**src/slf_pkg.sv**
```systemverilog
package slf_pkg;

  // ==========================================================
  // frame layout
  localparam int FIELD_W = 20;
  localparam int FRAME_W = 24;
  localparam int SLOT_FRAMES = 16;
  localparam int BALANCE_MAX = 10;
  localparam int NIB_FLAG = 0;
  localparam int NIB_NINV = 1;
  localparam int NIB_INV = 2;
  localparam int NIB_FILL = 3;
  localparam int M0_POS = 14;
  localparam int M1_POS = 19;
  localparam logic [1:0] POS_OVERHEAD = 2'h3;
  localparam logic [1:0] GRP_LAST = 2'h3;

  // ==========================================================
  // rates and reset values
  localparam int CORE_HZ = 20_000_000;
  localparam int LINK_BAUD = 1_200_000_000;
  localparam logic OH8_RESET = 1'h0;
  localparam logic [3:0] SLOT_RESET = 4'h0;

  // word bit i on the line (lo field 0..19, hi field 20..39) takes
  // bit SLF_MAP[i] of {m1,m0,f1,f0,par[3:0],data[31:0]}
  localparam int unsigned SLF_MAP [40] = '{
    0, 8, 16, 24, 1, 9, 17, 25, 2, 10, 18, 26, 3, 11, 36, 19, 27, 32, 33, 37,
    34, 35, 4, 12, 20, 28, 5, 13, 21, 29, 6, 14, 22, 30, 38, 7, 15, 23, 31, 39
  };

  typedef struct packed {
    logic [63:0] data;
    logic [7:0] par;
    logic request;
    logic packet;
    logic burst;
  } slf_word_t;

  typedef struct packed {
    logic [3:0] nib;
    logic [19:0] field;
  } slf_frame_t;

  typedef enum logic {TX_IDLE, TX_SECOND} slf_tx_state_t;

endpackage
```
**src/slf_framer.sv**
```systemverilog
`timescale 1ns/1ps
`default_nettype none
// Notes on behaviour
// - frames are 24 bits: 20-bit data field then a 4-bit coding nibble
// - nibble carries inversion, fill and flag, and the master transition
// - nibble bits one and two always differ on transmit, except link b frames in 32-bit use, which are all zero
// - side-signal slot position runs over 16 frames
// - each word splits into two fields; receive joins them back
// - connect, ready and overhead share the two side bits
// - eight overhead bits sent; the last alternates for framing
// - source words are taken on the source clock rising edge
// - interconnect signals are never carried over the link
// - forward data plus return connect/ready share link a; link b sends zero side bits
// - simplex zeroes reverse signals; recovered clock drives source clock
// - 32-bit uses link a; 64-bit adds link b in step
// - serial stream runs at 1.2 GBaud per link
// - no error correction or check code in the link layer
// - flag zero field goes out before flag one field
// - each connect/ready sample is sent in three frames alike
module slf_framer
  import slf_pkg::*;
(
  input wire logic core_clk,
  input wire logic rst,
  input wire logic src_clk,
  input wire slf_word_t src_word,
  input wire logic dst_connect,
  input wire logic dst_ready,
  input wire logic [7:1] oh_in,
  input wire logic simplex_en,
  input wire logic wide64_en,
  output slf_frame_t tx_frame_a,
  output slf_frame_t tx_frame_b,
  output logic tx_valid,
  input wire slf_frame_t rx_frame_a,
  input wire slf_frame_t rx_frame_b,
  input wire logic rx_valid_in,
  output slf_word_t rx_word,
  output logic rx_word_valid,
  output logic rx_connect,
  output logic rx_ready,
  output logic [8:1] rx_oh,
  output logic rx_align_err,
  output logic src_clk_out
);

  // ==========================================================
  // helpers
  function automatic logic [39:0] split_word(input logic [39:0] x);
    logic [39:0] y;
    y = '0;
    for (int i = 0; i < 40; i++) begin
      y[i] = x[SLF_MAP[i]];
    end
    return y;
  endfunction

  function automatic logic [39:0] join_word(input logic [39:0] y);
    logic [39:0] x;
    x = '0;
    for (int i = 0; i < 40; i++) begin
      x[SLF_MAP[i]] = y[i];
    end
    return x;
  endfunction

  function automatic logic [4:0] ones(input logic [19:0] f);
    logic [4:0] n;
    n = '0;
    for (int i = 0; i < FIELD_W; i++) begin
      n = n + 5'(f[i]);
    end
    return n;
  endfunction

  // invert heavy fields to keep the line near dc balance
  function automatic slf_frame_t make_frame(input logic [19:0] f,
                                            input logic flag);
    slf_frame_t fr;
    logic inv;
    inv = (ones(f) > 5'(BALANCE_MAX));
    fr.field = inv ? ~f : f;
    fr.nib[NIB_FLAG] = flag;
    fr.nib[NIB_NINV] = ~inv;
    fr.nib[NIB_INV] = inv;
    fr.nib[NIB_FILL] = 1'h0;
    return fr;
  endfunction

  function automatic logic [1:0] enc_ctl(input logic rq, input logic pk,
                                         input logic bu);
    if (rq && !pk && !bu) begin
      return 2'h1;
    end else if (rq && pk) begin
      return bu ? 2'h3 : 2'h2;
    end
    return 2'h0;
  endfunction

  function automatic logic maj3(input logic a, input logic b,
                                input logic c);
    return (a & b) | (a & c) | (b & c);
  endfunction

  // ==========================================================
  // synchronisers; no interconnect pins exist on this block
  logic clk_s1_r, clk_s2_r, clk_s3_r;
  slf_word_t wd_s1_r, wd_s2_r;
  logic [1:0] cr_s1_r, cr_s2_r;

  always_ff @(posedge core_clk or posedge rst) begin
    if (rst) begin
      clk_s1_r <= 1'h0;
      clk_s2_r <= 1'h0;
      clk_s3_r <= 1'h0;
      wd_s1_r <= '0;
      wd_s2_r <= '0;
      cr_s1_r <= 2'h0;
      cr_s2_r <= 2'h0;
    end else begin
      clk_s1_r <= src_clk;
      clk_s2_r <= clk_s1_r;
      clk_s3_r <= clk_s2_r;
      wd_s1_r <= src_word;
      wd_s2_r <= wd_s1_r;
      cr_s1_r <= {dst_connect, dst_ready};
      cr_s2_r <= cr_s1_r;
    end
  end

  // data is stable around the source edge, so both paths lag alike
  logic word_edge;
  assign word_edge = clk_s2_r & ~clk_s3_r;

  // ==========================================================
  // transmit: word splitter and side signal merger
  slf_tx_state_t tx_st_r, tx_st_nxt;
  slf_word_t wd_r, wd_nxt;
  logic [3:0] slot_r, slot_nxt;
  logic [1:0] cr_r, cr_nxt;
  logic oh8_r, oh8_nxt;
  slf_frame_t fa_r, fa_nxt, fb_r, fb_nxt;
  logic txv_r, txv_nxt;

  always_comb begin
    logic [39:0] la, lb;
    logic [1:0] ctl, cr_use;
    logic m0, m1;
    la = '0;
    lb = '0;
    ctl = 2'h0;
    cr_use = 2'h0;
    m0 = 1'h0;
    m1 = 1'h0;
    tx_st_nxt = tx_st_r;
    wd_nxt = wd_r;
    slot_nxt = slot_r;
    cr_nxt = cr_r;
    oh8_nxt = oh8_r;
    fa_nxt = fa_r;
    fb_nxt = fb_r;
    txv_nxt = 1'h0;
    // side bits for this word
    if (slot_r[1:0] == POS_OVERHEAD) begin
      m0 = (slot_r[3:2] == GRP_LAST) ? oh8_r : oh_in[5 + int'(slot_r[3:2])];
      m1 = oh_in[1 + int'(slot_r[3:2])];
    end else begin
      cr_use = (slot_r[1:0] == 2'h0) ? cr_s2_r : cr_r;
      cr_use = simplex_en ? 2'h0 : cr_use;
      m1 = cr_use[1];
      m0 = cr_use[0];
    end
    unique case (tx_st_r)
      TX_IDLE: begin
        if (word_edge) begin
          wd_nxt = wd_s2_r;
          ctl = enc_ctl(wd_s2_r.request, wd_s2_r.packet, wd_s2_r.burst);
          la = split_word({2'h0, ctl, wd_s2_r.par[3:0], wd_s2_r.data[31:0]});
          lb = split_word({2'h0, ctl, wd_s2_r.par[7:4],
                           wd_s2_r.data[63:32]});
          fa_nxt = make_frame(la[19:0], 1'h0);
          fb_nxt = wide64_en ? make_frame(lb[19:0], 1'h0) : '0;
          txv_nxt = 1'h1;
          tx_st_nxt = TX_SECOND;
        end
      end
      TX_SECOND: begin
        ctl = enc_ctl(wd_r.request, wd_r.packet, wd_r.burst);
        la = split_word({m1, m0, ctl, wd_r.par[3:0], wd_r.data[31:0]});
        lb = split_word({2'h0, ctl, wd_r.par[7:4], wd_r.data[63:32]});
        fa_nxt = make_frame(la[39:20], 1'h1);
        fb_nxt = wide64_en ? make_frame(lb[39:20], 1'h1) : '0;
        txv_nxt = 1'h1;
        cr_nxt = cr_use;
        if (slot_r == 4'(SLOT_FRAMES - 1)) begin
          oh8_nxt = ~oh8_r;
        end
        slot_nxt = slot_r + 4'h1;
        tx_st_nxt = TX_IDLE;
      end
    endcase
  end

  always_ff @(posedge core_clk or posedge rst) begin
    if (rst) begin
      tx_st_r <= TX_IDLE;
      wd_r <= '0;
      slot_r <= SLOT_RESET;
      cr_r <= 2'h0;
      oh8_r <= OH8_RESET;
      fa_r <= '0;
      fb_r <= '0;
      txv_r <= 1'h0;
    end else begin
      tx_st_r <= tx_st_nxt;
      wd_r <= wd_nxt;
      slot_r <= slot_nxt;
      cr_r <= cr_nxt;
      oh8_r <= oh8_nxt;
      fa_r <= fa_nxt;
      fb_r <= fb_nxt;
      txv_r <= txv_nxt;
    end
  end

  // serializer outside runs each link at LINK_BAUD
  assign tx_frame_a = fa_r;
  assign tx_frame_b = fb_r;
  assign tx_valid = txv_r;

  // ==========================================================
  // receive: word joiner and side signal separator
  // the link carries no check code; parity rides through untouched
  logic have_r, have_nxt;
  logic [19:0] lo_a_r, lo_a_nxt, lo_b_r, lo_b_nxt;
  slf_word_t rw_r, rw_nxt;
  logic rwv_r, rwv_nxt, err_r, err_nxt;
  logic [3:0] rslot_r, rslot_nxt;
  logic [1:0] v0_r, v0_nxt, v1_r, v1_nxt, rcr_r, rcr_nxt;
  logic [8:1] roh_r, roh_nxt;
  logic rclk_r, rclk_nxt;

  always_comb begin
    logic [19:0] fa, fbf;
    logic [39:0] xa, xb;
    fa = rx_frame_a.nib[NIB_INV] ? ~rx_frame_a.field : rx_frame_a.field;
    fbf = rx_frame_b.nib[NIB_INV] ? ~rx_frame_b.field : rx_frame_b.field;
    xa = join_word({fa, lo_a_r});
    xb = join_word({fbf, lo_b_r});
    have_nxt = have_r;
    lo_a_nxt = lo_a_r;
    lo_b_nxt = lo_b_r;
    rw_nxt = rw_r;
    rwv_nxt = 1'h0;
    err_nxt = 1'h0;
    rslot_nxt = rslot_r;
    v0_nxt = v0_r;
    v1_nxt = v1_r;
    rcr_nxt = rcr_r;
    roh_nxt = roh_r;
    rclk_nxt = rclk_r;
    if (rx_valid_in) begin
      if (rx_frame_a.nib[NIB_NINV] == rx_frame_a.nib[NIB_INV]) begin
        err_nxt = 1'h1;
        have_nxt = 1'h0;
      end else if (!rx_frame_a.nib[NIB_FILL]) begin
        if (!rx_frame_a.nib[NIB_FLAG]) begin
          lo_a_nxt = fa;
          lo_b_nxt = fbf;
          have_nxt = 1'h1;
          rclk_nxt = 1'h0;
        end else if (have_r) begin
          have_nxt = 1'h0;
          rwv_nxt = 1'h1;
          rclk_nxt = 1'h1;
          rw_nxt.data = {wide64_en ? xb[31:0] : 32'h0, xa[31:0]};
          rw_nxt.par = {wide64_en ? xb[35:32] : 4'h0, xa[35:32]};
          rw_nxt.request = |xa[37:36];
          rw_nxt.packet = xa[37];
          rw_nxt.burst = &xa[37:36];
          rslot_nxt = rslot_r + 4'h1;
          unique case (rslot_r[1:0])
            2'h0: v0_nxt = xa[39:38];
            2'h1: v1_nxt = xa[39:38];
            2'h2: begin
              rcr_nxt = {maj3(v0_r[1], v1_r[1], xa[39]),
                         maj3(v0_r[0], v1_r[0], xa[38])};
            end
            2'h3: begin
              roh_nxt[5 + int'(rslot_r[3:2])] = xa[38];
              roh_nxt[1 + int'(rslot_r[3:2])] = xa[39];
            end
          endcase
        end
      end
    end
  end

  always_ff @(posedge core_clk or posedge rst) begin
    if (rst) begin
      have_r <= 1'h0;
      lo_a_r <= '0;
      lo_b_r <= '0;
      rw_r <= '0;
      rwv_r <= 1'h0;
      err_r <= 1'h0;
      rslot_r <= SLOT_RESET;
      v0_r <= 2'h0;
      v1_r <= 2'h0;
      rcr_r <= 2'h0;
      roh_r <= '0;
      rclk_r <= 1'h0;
    end else begin
      have_r <= have_nxt;
      lo_a_r <= lo_a_nxt;
      lo_b_r <= lo_b_nxt;
      rw_r <= rw_nxt;
      rwv_r <= rwv_nxt;
      err_r <= err_nxt;
      rslot_r <= rslot_nxt;
      v0_r <= v0_nxt;
      v1_r <= v1_nxt;
      rcr_r <= rcr_nxt;
      roh_r <= roh_nxt;
      rclk_r <= rclk_nxt;
    end
  end

  assign rx_word = rw_r;
  assign rx_word_valid = rwv_r;
  assign rx_connect = rcr_r[1] & ~simplex_en;
  assign rx_ready = rcr_r[0] & ~simplex_en;
  assign rx_oh = roh_r;
  assign rx_align_err = err_r;
  assign src_clk_out = rclk_r;
endmodule
`default_nettype wire

```
**config.mk**
```make
export PLATFORM = sky130hd
export DESIGN_NAME = slf_framer
export DESIGN_NICKNAME = d
export VERILOG_FILES = /design/src/slf_pkg.sv /design/src/slf_framer.sv
export SDC_FILE = /design/constraint.sdc
export NUM_CORES = 1
export LEC_CHECK = 0
export BUFFER_PORTS_ARGS = -buffer_cell sky130_fd_sc_hd__buf_2
export CAP_MARGIN = 25
export CORE_ASPECT_RATIO = 1.75
export CORE_MARGIN = 1.5
export CORE_UTILIZATION = 35
export CTS_CLUSTER_DIAMETER = 50
export DETAILED_ROUTE_END_ITERATION = 16
export PLACE_DENSITY = 0.66
export SETUP_SLACK_MARGIN = 0.2
export SKIP_LAST_GASP = 1
export SYNTH_ARGS = -nofsm -noshare
export SYNTH_HDL_FRONTEND = slang
export SYNTH_SLANG_ARGS = --single-unit
export TNS_END_PERCENT = 5
```
**constraint.sdc**
```tcl
create_clock -name core_clk -period 13.9 [get_ports core_clk]
set_input_delay 0 -clock core_clk [delete_from_list [all_inputs] [get_ports core_clk]]
set_output_delay 0 -clock core_clk [all_outputs]
set_load 0.005 [all_outputs]
```
==> metrics.cfg, run 1 <==
[status]
outcome = completed

[pwr]
p_switching_mw = 2.09
p_per_area_nw_per_um2 = 246
p_seq_share_pct = 27.7
leakagePower_nw = 10.3
p_int_mw = 3.08
p_comb_share_pct = 49.7
switching_share_pct = 40.5
peakVddDrop_v = 0.000371
clkPwrFrac_pct = 22.6

[cells_and_area]
final_core_util_pct = 45.0
drive_gt1_share_pct = 19.8
final_cell_mix = dfrtp_1 (383), buf_2 (267), nand2_1 (252)
fin_nets = 2082
nFillCells = 4311
fin_cells = 2466
final_common_cell = dfrtp_1
syn2layout_area_growth_pct = 27.6

[setup_path]
endpoint_kind = flop
critPathLaunchType = flop
crit_slowest_cell = a21oi_4
cp_max_fo = 22
cpPeakStageDelay_ns = 0.69
cp_num_buf_inv = 2
crit_type = flop to flop
crit_top_cell = fa_1
required_ns = 14.32
crit_path_cell_trace = inv_1 -> ha_1 -> mux2i_1 -> nor3_1 -> a31o_2 -> a31oi_4 -> fa_1 -> fa_1 -> fa_1 -> fa_1 -> inv_1 -> ha_1 -> fa_1 -> nor4_1 -> o21bai_1 -> a21oi_4 -> xnor2_1 -> a2111oi_2
cpLargestDelayFamily = adder cells
cp.arrival_ns = 6.47

[floorplan]
ioPinCount = 275
core-area_sq_um = 46800
rows = 105
die_area_sq_um = 48500
fp.dieH_microns = 290
die_x_microns = 167
start_util_pct = 35.3

[placement]
hpwl_microns = 29000
gp_congestion = 0.856
io_buffers = 267
placed_cells = 2269
dp_slack_ns = 7.82

[flow_run]
maxCapViolCount = 0

[sta]
setup_viol = 0
finalSetupTns_ns = 0
slew_headroom_pct = 33.6
final_hold_viol_count = 0
fin_worst_skew_ns = 0.0152
fmax_mhz = 165
rsz0062_at_grt = false
worst_pin_slew_ns = 0.997
finalCritPeriodShare_pct = 43.5
fin_crit_ns = 6.05
slew_viol_final = 0
setup_slack_ns = 7.85

[cts]
clkLatencyLatePin_ns = 0.54
cts-htree-levels = 2
cts.clk_slew.worst_paths_ns = 0.06
cts_made_buffers = 41
post_cts_buffers = 0
clock_sinks = 383
clockRootBuffer = clkbuf_16
cts_tree = done
cts_buffer_depth = 3

[grt]
grt_pass1_vias = 12500
grt_overflow = 0
antenna_found_initial = 1
grt_first_pass_wirelength_microns = 67500
track_usage_pct = 17.6
grt_max_degree = 127

[yosys]
syn_inst = 1479
ys.flop_type = dfrtp_1
postSynthAreaPerCell_sq_um = 11.2
ys_top_cells_by_area = dfrtp_1 (58%), fa_1 (6.5%), nand2_1 (5.7%)
synth_top_area_share_pct = 58.1
synth_warnings = 0
yosysTopAreaCell = dfrtp_1
synth-seq-cells = 383
async_flop_share_pct = 100
ys_types = 58
synth_edf_count = 0
yosysSeqAreaShare_pct = 58.1
syn_area_sq_um = 16500

[routing]
vias = 12100
drtAntennaViolNets = 0
drc = 0
dr.first_iter.drc_count = 824
wl_per_cell_microns = 17.1
finalWirelength_microns = 42200
viasPerCell = 4.89
first_pass_iters = 6

[worst_hold_path]
min_path_type = input port to flop

## stage by stage
stage / hold slack (ns) / power, mW / area (sq um)
detailed placement: 0.109 / 3.98 / 18400
global placement: 0.109 / 3.87 / 18400
CTS: 0.0126 / 5.21 / 21000
global route: 0.0466 / 5.57 / 21100
finish: 0.0382 / 5.17 / 21100
floorplan: 0.0302 / 3.40 / 16500
## per-layer routing
metal / vias to the layer above / track usage [%] / routed length [microns] / share of wire [%]
met5: - / 0 / 10 / 0.024
met4: 2 / 9.25 / 2260 / 5.4
met3: 119 / 3.09 / 2350 / 5.6
met2: 443 / 31.6 / 22000 / 52
met1: 5939 / 19.7 / 15600 / 37
li1: 5551 / - / - / -
## worst reg2reg max path, stage by stage (launching register included)
cell and delay [ns]:
dfrtp_1 0.43, inv_1 0.08, ha_1 0.25, mux2i_1 0.20
nor3_1 0.08, a31o_2 0.25, a31oi_4 0.24, fa_1 0.48
fa_1 0.56, fa_1 0.44, fa_1 0.49, inv_1 0.04
ha_1 0.20, fa_1 0.44, nor4_1 0.30, o21bai_1 0.18
a21oi_4 0.69, xnor2_1 0.19, a2111oi_2 0.39
## power groups by stage
stage                     clock network, mW  registers (mW)  logic [mW]
final                                  1.17            1.43        2.57
after global routing                   1.25            1.45        2.87
after CTS                              1.20            1.43        2.58
after detailed placement                  0            1.45        2.53
after global placement                    0            1.44        2.43
after floorplan                           0            1.43        1.97
## cells in the mapped netlist (all sizes together), types with 2 or more instances
cell type and count:
dfrtp 383, nand2 252, inv 132, o21ai 75, xnor2 74, nand3 63
a21oi 62, nor2 55, fa 54, clkbuf 47, ha 44, buf 34
a31oi 33, xor2 31, nor3 24, mux2 21, nand4 20, o221ai 18
o32ai 5, mux2i 4, nand2b 4, nor2b 4, o21bai 4, and2 3
nor4 3, o31ai 3, a2111oi 2, a221oi 2, o2111ai 2, o211ai 2
o21a 2, o22ai 2
## path summary, 6_finish.rpt
kind | cells past startpoint | startpoint | end | slack (ns)
max reg2reg | 18 | slot_r[0] | tx_frame_a[14] | 7.85
min | 4 | rx_frame_a[21] | have_r | 0.04
min in group asynchronous | 3 | rst | wd_s2_r[60] | 0.21
min reg2reg | 0 | clk_s1_r | clk_s2_r | 0.34
max in group asynchronous | 6 | rst | rx_word[17] | 11.82
max | 18 | slot_r[0] | tx_frame_a[14] | 7.85
## cell type report
cell class                 instances  area [sq um]  area share, %
sequential                       383          9580           45.5
multi-input combinational        884          6090           28.9
timing repair buffer             404          2710           12.8
clock buffer                      51          1100           5.25
tap                              588           736           3.49
inverter                         132           503           2.39
clock inverter                    23           337           1.60
antenna                            1          2.50         0.0119
## what timing repair did
item | in CTS | in global routing
hold buffers | 120 | 0
gates resized for setup | 0 | 0
hold endpoints to repair | 280 | 0
## registers in the layout, indices dropped and copies added (netlist names), 4 cells and up
name / cells
tx_frame_a: 23
wd_r: 36
lo_a_r: 20
tx_frame_b: 23
rx_word: 75
rx_oh: 8
wd_s1_r: 75
slot_r: 4
rslot_r: 4
lo_b_r: 18
wd_s2_r: 75
## cells by family (layout without fill, tap and decap cells)
group	Yosys count	after routing	share of synthesized area, %
xor+xnor	105	105	5.57
buf+inv	213	610	5.22
fa+ha+maj	98	98	9.88
compound gates	220	220	8.25
flops	383	383	58.1
simple gates	433	433	11.2
mux	26	26	1.81
other cells	1	3	0.0227
Power figures use the tool's default switching activity.
==> run 2: changes to the inputs <==
Settings changed: PLACE_DENSITY 0.66 to 0.68.
Clock period 13.9 ns to 5.1 ns, I/O delays scaled along.
==> run 2 against run 1 <==
Final area is 2.5% higher. Highest routed layer unchanged. Sequential share of layout area is 1.1 points lower. Die area stayed put. The run now ends with negative setup slack left. Final cell count is 1.5% higher.
==> metrics.cfg, run 2 (synthesis results as in run 1) <==
[cts]
clkLatencyLatePin_ns = 0.54
clockRootBuffer = clkbuf_16
cts-htree-levels = 2
clock_sinks = 383
cts.clk_slew.worst_paths_ns = 0.06
cts_made_buffers = 40
cts_buffer_depth = 3
cts_tree = done

[grt]
grt_overflow = 0
use_met2_pct = 32.9
grt_max_degree = 164
grt-busiest-layer = met2
grt_first_pass_wirelength_microns = 69800
use_met3_pct = 3.35
antenna_found_initial = 1
track_usage_pct = 18.2
met1_usage_pct = 20.0
grt_pass1_vias = 13000

[routing]
finalWirelength_microns = 43900
wl_per_cell_microns = 17.5
first_pass_iters = 5
dr.first_iter.drc_count = 626
drc = 0
drtAntennaViolNets = 0
viasPerCell = 4.87
vias = 12200

[sta]
whs_ns = 0.0641
setup_slack_ns = -0.0349
slew_headroom_pct = 31.3
setup_viol = 5
fin_crit_ns = 5.13
fin_worst_skew_ns = 0.0144
fmax_mhz = 195
final_hold_viol_count = 0
finalSetupTns_ns = -0.143
finalCritPeriodShare_pct = 101
rsz0062_at_grt = true
slew_viol_final = 0
worst_pin_slew_ns = 1.03

[pwr]
leakagePower_nw = 10.6
power.total_mw = 16.3
p_per_area_nw_per_um2 = 755
peakVddDrop_v = 0.000777

[floorplan]
die_x_microns = 167
start_util_pct = 35.3
die_area_sq_um = 48500
core-area_sq_um = 46800
ioPinCount = 275
fp.dieH_microns = 290
rows = 105

[cells_and_area]
drive_gt1_share_pct = 22.4
final_common_cell = dfrtp_1
final_cell_mix = dfrtp_1 (383), buf_2 (267), nand2_1 (252)
final_core_util_pct = 46.1
syn2layout_area_growth_pct = 30.7
antenna_cells = 0
fin_area_sq_um = 21600
fin_nets = 2122

[setup_path]
endpoint_kind = flop
rr_startpoint = slot_r[2]
critPathLaunchType = flop
crit_type = flop to flop
reg2reg_to = tx_frame_a[10]
worstRegToRegCells = 17
cp.arrival_ns = 5.53
required_ns = 5.50
cp_max_fo = 5
r2r_slack_ns = -0.03

[placement]
gp_congestion = 0.885
placed_area_sq_um = 18700
io_buffers = 267
hpwl_microns = 29800

[worst_hold_path]
hp-start = rx_frame_a[19]
whs_path_depth = 3
min_path_type = input port to flop
min_to = lo_a_r[19]

[status]
violations = negative setup slack
outcome = complete, but fails checks

[flow_run]
maxCapViolCount = 0

run 2: what timing repair did:
item / 4_1_cts / 5_1_grt
hold buffers: 121 / 0
gates resized for setup: 17 / 14
hold endpoints to repair: 196 / 0
gates cloned: 2 / 0
setup buffers: 6 / 1
endpoints found under the setup margin: 44 / 44
pin swaps: 7 / 3
run 2: stage by stage:
stage	setup WS [ns]	std cells
2_1_floorplan	-0.0480	1480
3_3_place_gp	0.0249	2301
3_5_place_dp	-0.0952	2301
4_1_cts	-0.0265	2502
5_1_grt	-0.210	2504
6_report	-0.0349	2504
run 2: area by class of cell:
| class | instances | area (sq um) |
|---|---|---|
| well taps | 588 | 736 |
| clock buffers | 52 | 1150 |
| fillers | 4298 | 25200 |
| flip-flops and latches | 383 | 9580 |
| multi-input cells | 884 | 6190 |
| repair buffers | 445 | 3130 |
| inverters | 132 | 499 |
| clock inverters | 20 | 295 |
run 2: worst max-delay path by stage:
stage	from	to	slack [ns]	cells past startpoint
finish	slot_r[2]	tx_frame_a[10]	-0.03	17
global route	wd_s2_r[60]	tx_frame_b[3]	-0.21	17
CTS	slot_r[1]	tx_frame_a[7]	-0.03	21
detailed placement	slot_r[2]	tx_frame_a[19]	-0.1	17
global placement	slot_r[1]	tx_frame_a[19]	0.02	19
floorplan	rst	clk_s1_r	-0.05	1
run 2: where the power goes:
part,internal (mW),switching (mW),leakage (nW)
Clock,1.91,1.28,0.702
Sequential,3.57,0.338,4.69
Combinational,4.64,4.55,5.17
run 2: critical path, stage by stage, from the launching register on:
cell	delay, ns
dfrtp_1	0.42
ha_1	0.33
mux4_2	0.34
a31oi_4	0.23
fa_1	0.46
fa_1	0.51
fa_1	0.43
fa_1	0.51
inv_2	0.05
ha_4	0.16
fa_2	0.36
nor4_2	0.25
o21bai_1	0.15
a21oi_4	0.22
buf_6	0.14
bufbuf_16	0.25
xnor2_1	0.11
a21oi_1	0.08
run 2: metal layers:
layer / wire (microns) / share of wire (%) / up-vias
met2: 23000 / 52 / 401
met3: 2250 / 5.1 / 110
met1: 16200 / 37 / 6069
met4: 2430 / 5.5 / 2
li1: - / - / 5624
met5: 7 / 0.016 / -
